File: src/ext_bus_pkg.sv
/*
 * Shared constants and types for the external multiplexed bus port.
 * Assumes a single 250 MHz core clock; no software-visible registers.
 */
package ext_bus_pkg;
    // Port width codes driven on port_width_code
    localparam logic [1:0] PW_32 = 2'h0;
    localparam logic [1:0] PW_8 = 2'h1;
    localparam logic [1:0] PW_16 = 2'h2;
    localparam logic [1:0] PW_BOOT_DEFAULT = 2'h0;
    // Access size codes on the request port
    localparam logic [1:0] SZ_BYTE = 2'h1;
    localparam logic [1:0] SZ_WORD = 2'h2;
    localparam logic [1:0] SZ_LONG = 2'h0;
    // Request target classes
    localparam logic [1:0] TGT_EXT = 2'h0;
    localparam logic [1:0] TGT_PERIPH = 2'h1;
    localparam logic [1:0] TGT_SRAM = 2'h2;
    localparam logic [1:0] TGT_CACHE = 2'h3;
    localparam int NUM_CS = 4;
    localparam logic [3:0] LANES_NONE = 4'hf;
    localparam logic [3:0] CS_NONE = 4'hf;
    // Bus clock is core clock divided by four
    localparam int CORE_PER_BUS_CLK = 4;
    localparam logic [1:0] DIV_RESET = 2'h0;
    // Bus phases, gray coded along idle-addr-data-done
    typedef enum logic [1:0] {
        PH_IDLE = 2'b00,
        PH_ADDR = 2'b01,
        PH_DATA = 2'b11,
        PH_END = 2'b10
    } phase_e;
endpackage

File: src/cs_cfg_if.sv
/*
 * Carrier between the bus port and its per-chip-select width store.
 * Assumes both ends share the core clock.
 */
`timescale 1ns/1ps
interface cs_cfg_if;
    logic [1:0] rd_sel;
    logic [1:0] rd_width;
    logic wr_en;
    logic [1:0] wr_sel;
    logic [1:0] wr_width;
    modport store (input rd_sel, input wr_en, input wr_sel, input wr_width, output rd_width);
    modport user (output rd_sel, output wr_en, output wr_sel, output wr_width, input rd_width);
endinterface

File: src/cs_width_store.sv
/*
 * Per-chip-select port width store, registered read data.
 * Assumes the boot strap width is applied to chip select 0 after reset.
 */
`timescale 1ns/1ps
module cs_width_store
    import ext_bus_pkg::*;
(
    // Clock and reset
    input wire logic clk,
    input wire logic rst_n,
    // Strap sampled once released
    input wire logic [1:0] boot_width,
    cs_cfg_if.store cfg
);
    typedef struct packed {
        logic [NUM_CS-1:0][1:0] width;
        logic [1:0] rd;
        logic strapped;
    } st_s;
    st_s st_r, st_nxt;

    // Table update, strap capture and registered read
    always_comb begin
        st_nxt = st_r;
        if (!st_r.strapped) begin
            st_nxt.width[0] = boot_width; // RULE9
            st_nxt.strapped = 1'b1;
        end else if (cfg.wr_en) begin
            st_nxt.width[cfg.wr_sel] = cfg.wr_width;
        end
        st_nxt.rd = st_r.width[cfg.rd_sel];
    end

    always_ff @(posedge clk) begin
        if (!rst_n) begin
            st_r <= '0;
        end else begin
            st_r <= st_nxt;
        end
    end

    assign cfg.rd_width = st_r.rd;
endmodule

File: src/ext_bus_port.sv
/*
 * External multiplexed address/data bus master port.
 * Assumes requests synchronous to the 250 MHz core clock; the bus phases
 * advance on the divided bus clock that is also driven out.
 */
// Overview of operation
// (RULE1) Address then data share one 32-bit two-way path, released when not driven.
// (RULE2) Byte-lane selects go low only for lanes the access uses.
// (RULE3) Lane select 0 is the top data byte and lane select 3 the bottom one.
// (RULE4) Lane selects assert for external and on-chip peripheral targets, never SRAM or cache.
// (RULE5) Read drive enable marks when the slave may drive data in a read.
// (RULE6) The slave's acknowledge ends the cycle; on a read the data is captured then.
// (RULE7) Direction output is high for reads and low for writes.
// (RULE8) A two-bit code gives the 8, 16 or 32 bit width of the chip select used.
// (RULE9) The boot chip select width comes from the strapped width code.
// (RULE10) The burst flag asserts for burst accesses.
// (RULE11) Transfer start marks the beginning of every transfer.
// (RULE12) Address latch strobe lasts exactly one bus clock at transaction start.
// (RULE13) External logic latches the address with the address latch strobe.
// (RULE14) Four chip selects each pick one external device.
// (RULE15) Bus clock out runs at a quarter of the core clock.
// (RULE16) Selects, drive enable and transfer start stay negated while idle.
`timescale 1ns/1ps
module ext_bus_port
    import ext_bus_pkg::*;
(
    // Clock and reset
    input wire logic clk,
    input wire logic rst_n,
    // Boot strap and width programming
    input wire logic [1:0] boot_width,
    input wire logic cfg_wr,
    input wire logic [1:0] cfg_sel,
    input wire logic [1:0] cfg_width,
    // Request side
    input wire logic req_valid,
    input wire logic [31:0] req_addr,
    input wire logic [31:0] req_wdata,
    input wire logic req_read,
    input wire logic [1:0] req_size,
    input wire logic [1:0] req_cs,
    input wire logic [1:0] req_target,
    input wire logic req_burst,
    output logic req_ready,
    output logic rsp_valid,
    output logic [31:0] rsp_rdata,
    // External bus pins
    output logic ext_bus_clk_out,
    input wire logic [31:0] mux_addr_data_bus_in,
    output logic [31:0] mux_addr_data_bus_out,
    output logic mux_addr_data_bus_oe,
    output logic [3:0] byte_lane_select_n,
    output logic read_drive_enable_n,
    input wire logic transfer_ack_n,
    output logic read_not_write,
    output logic [1:0] port_width_code,
    output logic burst_flag_n,
    output logic transfer_start_n,
    output logic addr_latch_strobe,
    output logic [3:0] chip_sel_n
);
    typedef struct packed {
        phase_e ph;
        logic [1:0] div;
        logic bclk;
        logic [31:0] ad_out;
        logic [31:0] wdata;
        logic ad_oe;
        logic [3:0] lanes_n;
        logic [3:0] lanes_hold;
        logic oe_n;
        logic rnw;
        logic is_rd;
        logic burst_n;
        logic ts_n;
        logic ale;
        logic [3:0] cs_n;
        logic [3:0] cs_hold;
        logic use_lanes;
        logic ready;
        logic rsp_v;
        logic [31:0] rdata;
        logic [1:0] pw;
    } st_s;
    st_s st_r, st_nxt;
    cs_cfg_if cfg ();

    // Lane pattern for size and low address, lane 0 being bits 31:24
    function automatic logic [3:0] lane_mask_n(input logic [1:0] sz, input logic [1:0] a);
        logic [3:0] m;
        m = 4'hf;
        case (sz)
            SZ_BYTE: m[a] = 1'b0; // RULE3
            SZ_WORD: m = a[1] ? 4'h3 : 4'hc; // RULE3
            default: m = 4'h0;
        endcase
        return m; // RULE2
    endfunction

    // One-hot active-low select from the chip select index
    function automatic logic [3:0] cs_decode_n(input logic [1:0] idx);
        logic [3:0] m;
        m = CS_NONE;
        m[idx] = 1'b0;
        return m;
    endfunction

    cs_width_store u_store (
        .clk(clk),
        .rst_n(rst_n),
        .boot_width(boot_width),
        .cfg(cfg.store)
    );
    assign cfg.wr_en = cfg_wr;
    assign cfg.wr_sel = cfg_sel;
    assign cfg.wr_width = cfg_width;
    assign cfg.rd_sel = req_cs;

    // Bus clock divider and phase sequencer; phases move only at bus clock rise
    always_comb begin
        logic rise;
        logic fall;
        st_nxt = st_r;
        rise = (st_r.div == 2'h1);
        fall = (st_r.div == 2'h3);
        st_nxt.div = st_r.div + 2'h1;
        st_nxt.rsp_v = 1'b0;
        // Width code frozen during a transfer so the slave sees one width
        if (st_r.ph == PH_IDLE) begin
            st_nxt.pw = cfg.rd_width; // RULE8
        end
        if (rise) begin
            st_nxt.bclk = 1'b1; // RULE15
        end
        if (fall) begin
            st_nxt.bclk = 1'b0; // RULE15
        end
        if (rise) begin
            case (st_r.ph)
                PH_IDLE: begin
                    // Width lookup is one cycle behind req_cs; the start does not wait for it to settle
                    if (req_valid && st_r.ready) begin
                        st_nxt.ph = PH_ADDR;
                        st_nxt.ready = 1'b0;
                        st_nxt.ad_out = req_addr; // RULE1
                        st_nxt.ad_oe = 1'b1; // RULE1
                        st_nxt.wdata = req_wdata;
                        st_nxt.rnw = req_read; // RULE7
                        st_nxt.is_rd = req_read;
                        st_nxt.burst_n = ~req_burst; // RULE10
                        st_nxt.ts_n = 1'b0; // RULE11
                        st_nxt.ale = 1'b1; // RULE12
                        st_nxt.use_lanes = (req_target == TGT_EXT) ||
                                           (req_target == TGT_PERIPH); // RULE4
                        st_nxt.lanes_hold = lane_mask_n(req_size, req_addr[1:0]);
                        st_nxt.cs_hold = (req_target == TGT_EXT) ?
                                         cs_decode_n(req_cs) : CS_NONE; // RULE14
                        st_nxt.cs_n = st_nxt.cs_hold;
                        st_nxt.lanes_n = LANES_NONE;
                    end
                end
                PH_ADDR: begin
                    // Address phase lasts one bus clock, then data phase
                    st_nxt.ph = PH_DATA;
                    st_nxt.ts_n = 1'b1;
                    st_nxt.ale = 1'b0; // RULE12
                    st_nxt.lanes_n = st_r.use_lanes ? st_r.lanes_hold : LANES_NONE; // RULE4
                    if (st_r.is_rd) begin
                        st_nxt.ad_oe = 1'b0; // RULE1
                        st_nxt.oe_n = 1'b0; // RULE5
                    end else begin
                        st_nxt.ad_out = st_r.wdata;
                    end
                end
                PH_DATA: begin
                    if (!transfer_ack_n) begin
                        st_nxt.ph = PH_END; // RULE6
                        st_nxt.rsp_v = 1'b1;
                        if (st_r.is_rd) begin
                            st_nxt.rdata = mux_addr_data_bus_in; // RULE6
                        end
                        st_nxt.cs_n = CS_NONE; // RULE16
                        st_nxt.lanes_n = LANES_NONE; // RULE16
                        st_nxt.oe_n = 1'b1; // RULE16
                        st_nxt.ad_oe = 1'b0; // RULE1
                        st_nxt.burst_n = 1'b1;
                    end
                end
                PH_END: begin
                    st_nxt.ph = PH_IDLE;
                    st_nxt.ready = 1'b1;
                    st_nxt.rnw = 1'b1;
                end
                default: st_nxt.ph = PH_IDLE;
            endcase
        end
    end

    always_ff @(posedge clk) begin
        if (!rst_n) begin
            st_r <= '0;
            st_r.ph <= PH_IDLE;
            st_r.div <= DIV_RESET;
            st_r.lanes_n <= LANES_NONE; // RULE16
            st_r.lanes_hold <= LANES_NONE;
            st_r.cs_n <= CS_NONE; // RULE16
            st_r.cs_hold <= CS_NONE;
            st_r.oe_n <= 1'b1; // RULE16
            st_r.ts_n <= 1'b1; // RULE16
            st_r.burst_n <= 1'b1;
            st_r.rnw <= 1'b1;
            st_r.ready <= 1'b1;
            st_r.pw <= PW_BOOT_DEFAULT;
        end else begin
            st_r <= st_nxt;
        end
    end

    // Outputs straight from state flops
    assign ext_bus_clk_out = st_r.bclk;
    assign mux_addr_data_bus_out = st_r.ad_out;
    assign mux_addr_data_bus_oe = st_r.ad_oe;
    assign byte_lane_select_n = st_r.lanes_n;
    assign read_drive_enable_n = st_r.oe_n;
    assign read_not_write = st_r.rnw;
    assign burst_flag_n = st_r.burst_n;
    assign transfer_start_n = st_r.ts_n;
    assign addr_latch_strobe = st_r.ale;
    assign chip_sel_n = st_r.cs_n;
    assign port_width_code = st_r.pw;
    assign req_ready = st_r.ready;
    assign rsp_valid = st_r.rsp_v;
    assign rsp_rdata = st_r.rdata;
endmodule

File: config.mk
export PLATFORM = sky130hd
export DESIGN_NAME = ext_bus_port
export DESIGN_NICKNAME = d
export VERILOG_FILES = /design/src/ext_bus_pkg.sv /design/src/cs_cfg_if.sv /design/src/cs_width_store.sv /design/src/ext_bus_port.sv
export SDC_FILE = /design/constraint.sdc
export NUM_CORES = 1
export LEC_CHECK = 0
export BUFFER_PORTS_ARGS = -buffer_cell sky130_fd_sc_hd__buf_4
export CORE_MARGIN = 4
export CORE_UTILIZATION = 52
export CTS_CLUSTER_DIAMETER = 60
export DETAILED_ROUTE_END_ITERATION = 8
export HOLD_SLACK_MARGIN = 0.06
export PLACE_DENSITY = 0.8
export SLEW_MARGIN = 40
export SYNTH_ARGS = -nofsm -noshare
export SYNTH_HDL_FRONTEND = slang
export SYNTH_HIERARCHICAL = 1
export SYNTH_SLANG_ARGS = --single-unit
File: constraint.sdc
create_clock -name clk -period 2.03 [get_ports clk]
set_clock_uncertainty 0.05 [all_clocks]
set_input_delay 0.1015 -clock clk [delete_from_list [all_inputs] [get_ports clk]]
set_output_delay 0.1015 -clock clk [all_outputs]
set_load 0.02 [all_outputs]
After elaboration in Yosys (flattened, before gate mapping)
Cells that the tools add are included.
{ "op_classes": {"addsub": 1, "multipliers": 0, "div": 0, "n_lt_le_gt_ge": 6, "eq_ne": 13, "shift": 0, "mux": 36, "n_bitwise": 5, "n_reduce_logical": 25} }
{ "op_table": {"columns": ["cell", "count"], "rows": [
  ["73-bit two-way mux", 1],
  ["32-bit two-way mux", 2],
  ["32-bit case mux with 2 select lines", 1],
  ["33-bit two-way mux", 1],
  ["4-bit AND reduction", 5],
  ["4-bit two-way mux", 4],
  ["4-bit case mux with 2 select lines", 2],
  ["15-bit two-way mux", 1],
  ["5-bit case mux with 3 select lines", 1],
  ["3-bit AND reduction", 5],
  ["2-bit two-way mux", 5],
  ["2-bit by 3-bit less-than comparator with 1-bit output (second input constant)", 3],
  ["8-bit bitwise mux", 1],
  ["2-bit by 1-bit equality test with 1-bit output (second input constant)", 4],
  ["2-bit equality test (second input constant)", 4],
  ["8-bit two-way mux", 1],
  ["2-bit != test (second input constant)", 4],
  ["4-bit inverter", 2],
  ["1-bit case mux with 2 select lines", 4],
  ["2-bit case mux with 4 select lines", 1],
  ["2-bit nonzero test", 4],
  ["2-bit by 1-bit greater-or-equal comparator with 1-bit output (second input constant)", 3],
  ["1-bit two-way mux", 5],
  ["5-bit two-way mux", 1],
  ["other kinds (14)", 21]
]} }
{ "word_totals": {"regBits": 140, "latch_bits": 0, "ramBits": 0, "romBits": 0, "out_inout_bits": 83, "wordCells": 113, "memories": 0} }

Depth between registers and ports, before layout
{ "depth": {"depth_word": 8, "ltp_mapped": 8, "mapped_depth_nobuf": 5} }

Cells and area by module
The synthesis kept the hierarchy.
{ "modules_own_cells": {"columns": ["mod", "instances", "cells_per_inst", "area_each_um2", "seq_area_each_um2"], "rows": [
  ["ext_bus_port", 1, 715, 6303.5, 2502.4],
  ["cs_width_store", 1, 42, 460.4, 220.2]
]} }

Least setup slack after synthesis
No wires, ideal clock.
{ "synth_path": {"path_type": "flip-flop to flip-flop", "from": "register st_r, in the netlist req_ready", "to": "register st_r, in the netlist mux_addr_data_bus_out[13]", "setup_time_ns": 0.087, "arrival_time_ns": 1.412, "required_time_ns": 1.893, "slack_ns": 0.481, "path_stages_with_launch": 7, "cell_sequence": "dfxtp_1 -> buf_2 -> and4b_1 -> buf_4 -> nand2_4 -> buf_6 -> a221oi_2"} }
{ "synth_between": {"elab_chain_len": 3} }
{ "synth_rtl": {"columns": ["item", "line", "rtl"], "rows": [
  ["start, declared", "ext_bus_port.sv:85", "st_s st_r, st_nxt;"],
  ["start signal, assigned", "ext_bus_port.sv:215", "st_r <= st_nxt;"],
  ["1-bit logical AND", "ext_bus_port.sv:142", "if (req_valid && st_r.ready) begin"],
  ["2-bit by 1-bit != test with 1-bit output (no line)", null, null],
  ["4-bit AND reduction (no line)", null, null]
]} }
No other way between the ends.
A chain may end at the register's enable or synchronous reset.

==> metrics.csv <==
stage;metric;value;unit
place;dp_hpwl;12.66;mm
cts;clk_pin_slew_worst_paths;60;ps
die;die_height;122.1;um
cts;cts_setup_buffers;0;
die;io_pins;198;
logic_synthesis;syn-num-nets;876;
detailed_routing;drc_errors;0;
global_routing;grt_pass1_wl;33.87;mm
timing;max-slew-margin-rel;66.33;%
timing;worst_slew_pin_slew;505.0;ps
cts;tritoncts;yes;
timing;grt_setup_unrepaired;false;
outcome;status;complete, no violations;
logic_synthesis;avgSynthCellArea;8.935;um^2
detailed_routing;drtAntennaViolNets;0;
critical_path;critPathKind;primary input to register;
cells_and_area;area_growth;39.83;%
power_and_ir_drop;netSwitchingFraction;26.62;%
logic_synthesis;synth.distinct_cells;53;
cells_and_area;utilization;74.64;%
cts;cts-buffers-inserted;17;
critical_path;crit_path_end_kind;register;
die;die-area;14900;um^2
logic_synthesis;ys_seq_area_share;40.25;%
logic_synthesis;ys_ff_latch;136;
timing;min_period_over_period;96.36;%
die;initial_utilization;53.38;%
power_and_ir_drop;internal-power;5.558;mW
global_routing;antenna_found_initial;2;
critical_path;cp.required;2340;ps
critical_path;cp.arrival;2260;ps
global_routing;grt.total_usage;28.64;%
power_and_ir_drop;comb_power_share;19.3;%
timing;tns;0;ps
cells_and_area;layout_common_cells;buf_4 (211), dfxtp_1 (134), dlygate4sd3_1 (111);
logic_synthesis;ys.flop_type;dfxtp_1;
cells_and_area;multi_input_area;3085;um^2
logic_synthesis;synth_edf_count;0;
critical_path;r2r_cells;4;
critical_path;cp-start-kind;primary input;
global_routing;grt_max_degree;47;
timing;period_needed;1956;ps
timing;hold_viol;0;
die;num_rows;41;
timing;max_freq;511.2;MHz
global_routing;gr-total-overflow;0;
cells_and_area;fin_nets;1072;
power_and_ir_drop;p_switching;2.017;mW
place;portBuffers;197;
cells_and_area;seqCellArea;2725;um^2
logic_synthesis;synth_area;6764;um^2
timing;finalMaxSlewViolations;0;
cts;clock_latency;410;ps
worst_hold_path;hold_path_depth;3;
cts;cts_root_buffer;clkbuf_16;
detailed_routing;drt_first_pass_iters;6;
power_and_ir_drop;leakage;3.836;nW
cells_and_area;num-fill-cells;819;
die;core;12670;um^2
detailed_routing;viasPerCell;5.957;
cts;cts_max_level;4;
cts;clock-sinks;136;
cts;clockBufferDepth;2;
worst_hold_path;hp-class;primary input to register;
power_and_ir_drop;p_seq_share;38.8;%
flow_run;cap_violations;0;
power_and_ir_drop;power_density;800.9;nW/um^2
detailed_routing;drt_iter0_markers;795;
place;place_area;7726;um^2
cells_and_area;drive_gt1_share;30.95;%
logic_synthesis;synth_cells;757;
cells_and_area;final_area;9458;um^2
place;place.gp.congestion;0.8551;
timing;setup-violations-final;0;
power_and_ir_drop;peakVddDrop;0.0005439;V
detailed_routing;wl_per_cell;19.12;um
critical_path;cp_max_fo;31;
die;die_w;122.1;um
detailed_routing;drt_wl_total;21.82;mm
logic_synthesis;synth-async-reset-ratio;0;%
logic_synthesis;yosysWarnings;6;
detailed_routing;via_count;6797;
cells_and_area;mostFrequentLayoutCell;buf_4;
global_routing;grt_pass1_vias;6881;
power_and_ir_drop;clkPwrFrac;41.9;%
-- path summary, 6_finish.rpt --
path | from | to | slack (ps)
hold / removal | req_addr[0] | st_r[52]$_SDFFE_PN1P_ | 70
hold reg to reg | u_store/cfg.rd_width[1]$_SDFF_PN0_ | port_width_code[1]$_SDFFE_PN0N_ | 390
setup / recovery | rst_n | u_store/st_r[3]$_SDFFE_PN0P_ | 70
setup reg to reg | u_store/st_r[0]$_DFF_P_ | u_store/st_r[3]$_SDFFE_PN0P_ | 90
-- cell usage after synthesis (6+ instances only) --
cell | count | share of area, %
mux2i_1 | 8 | 1.2
inv_1 | 6 | 0.33
clkbuf_1 | 34 | 1.9
a21oi_1 | 79 | 5.8
nor2b_1 | 6 | 0.55
and3b_1 | 33 | 4.3
dfxtp_1 | 136 | 40
a221oi_2 | 30 | 6.7
nand3_1 | 70 | 5.2
nand2_1 | 7 | 0.39
o21ai_0 | 80 | 5.9
nand2b_1 | 8 | 0.74
buf_4 | 84 | 9.3
a31oi_1 | 33 | 3.1
nor2_1 | 47 | 2.6
buf_2 | 22 | 1.6
-- final cells by class --
cell class | instances | area share, %
antenna | 3 | 0.07938
clock inverter | 8 | 1.244
inverter | 7 | 0.3043
clock buffer | 24 | 5.199
timing repair buffer | 327 | 29.46
tap | 172 | 2.275
sequential | 136 | 28.81
multi-input combinational | 464 | 32.62
-- state kept, by name (all words and copies together) (netlist names) --
| signal | cells |
|---|---|
| port_width_code | 2 |
| rsp_valid | 1 |
| read_drive_enable_n | 1 |
| mux_addr_data_bus_out | 32 |
| byte_lane_select_n | 4 |
| u_store/cfg.rd_width | 2 |
| transfer_start_n | 1 |
| u_store/st_r | 9 |
| st_r | 42 |
| addr_latch_strobe | 1 |
| burst_flag_n | 1 |
| read_not_write | 1 |
| rsp_rdata | 32 |
| mux_addr_data_bus_oe | 1 |
| ext_bus_clk_out | 1 |
| req_ready | 1 |
| chip_sel_n | 4 |
-- cells by family after synthesis --
logic type | synth area share [%]
AOI/OAI and AO/OA | 24.12
buffers and inverters | 14.24
adders and majority gates | 0.7399
DFF | 40.25
muxes | 2.793
and+or+nand+nor | 17.85
-- worst max-delay path, cell delays in order --
cell	delay, ps
dlygate4sd3_1	560
buf_6	230
o21ai_0	120
dlygate4sd3_1	570
a21oi_1	100
dlygate4sd3_1	560
-- per-stage QoR --
stage	std cells	setup WS (ps)	hold slack, ps	total power, mW
after floorplan	757	480.8	79.22	3.832
after global placement	995	351.8	291.2	4.190
after detailed placement	995	291.8	307.1	4.235
after CTS	1138	83.09	60.02	7.549
after global routing	1140	2.720	72.50	7.843
final	1141	73.83	71.08	7.575
-- power by group through the flow --
stage          Combinational, mW  Sequential, mW  Clock, mW
6_report                    1.46            2.94       3.18
5_1_grt                     1.56            2.96       3.33
4_1_cts                     1.42            2.93       3.20
3_5_place_dp                1.25            2.99          0
3_3_place_gp                1.21            2.98          0
2_1_floorplan              0.890            2.94          0
-- metal layers --
metal | vias up | GRT usage [%] | part of all wire, %
li1 | 3062 | - | -
met1 | 3207 | 32.40 | 38
met2 | 434 | 49.10 | 49
met3 | 94 | 7.289 | 8.4
met4 | 0 | 16.10 | 4.5
met5 | - | 0 | 0
-- timing repair --
action | CTS | global route
resized for setup | 0 | 1
hold buffers | 111 | 0
endpoints found under the setup margin | 0 | 1
hold endpoints to repair | 111 | 0
Note: power is estimated with default switching activity, not from simulation.
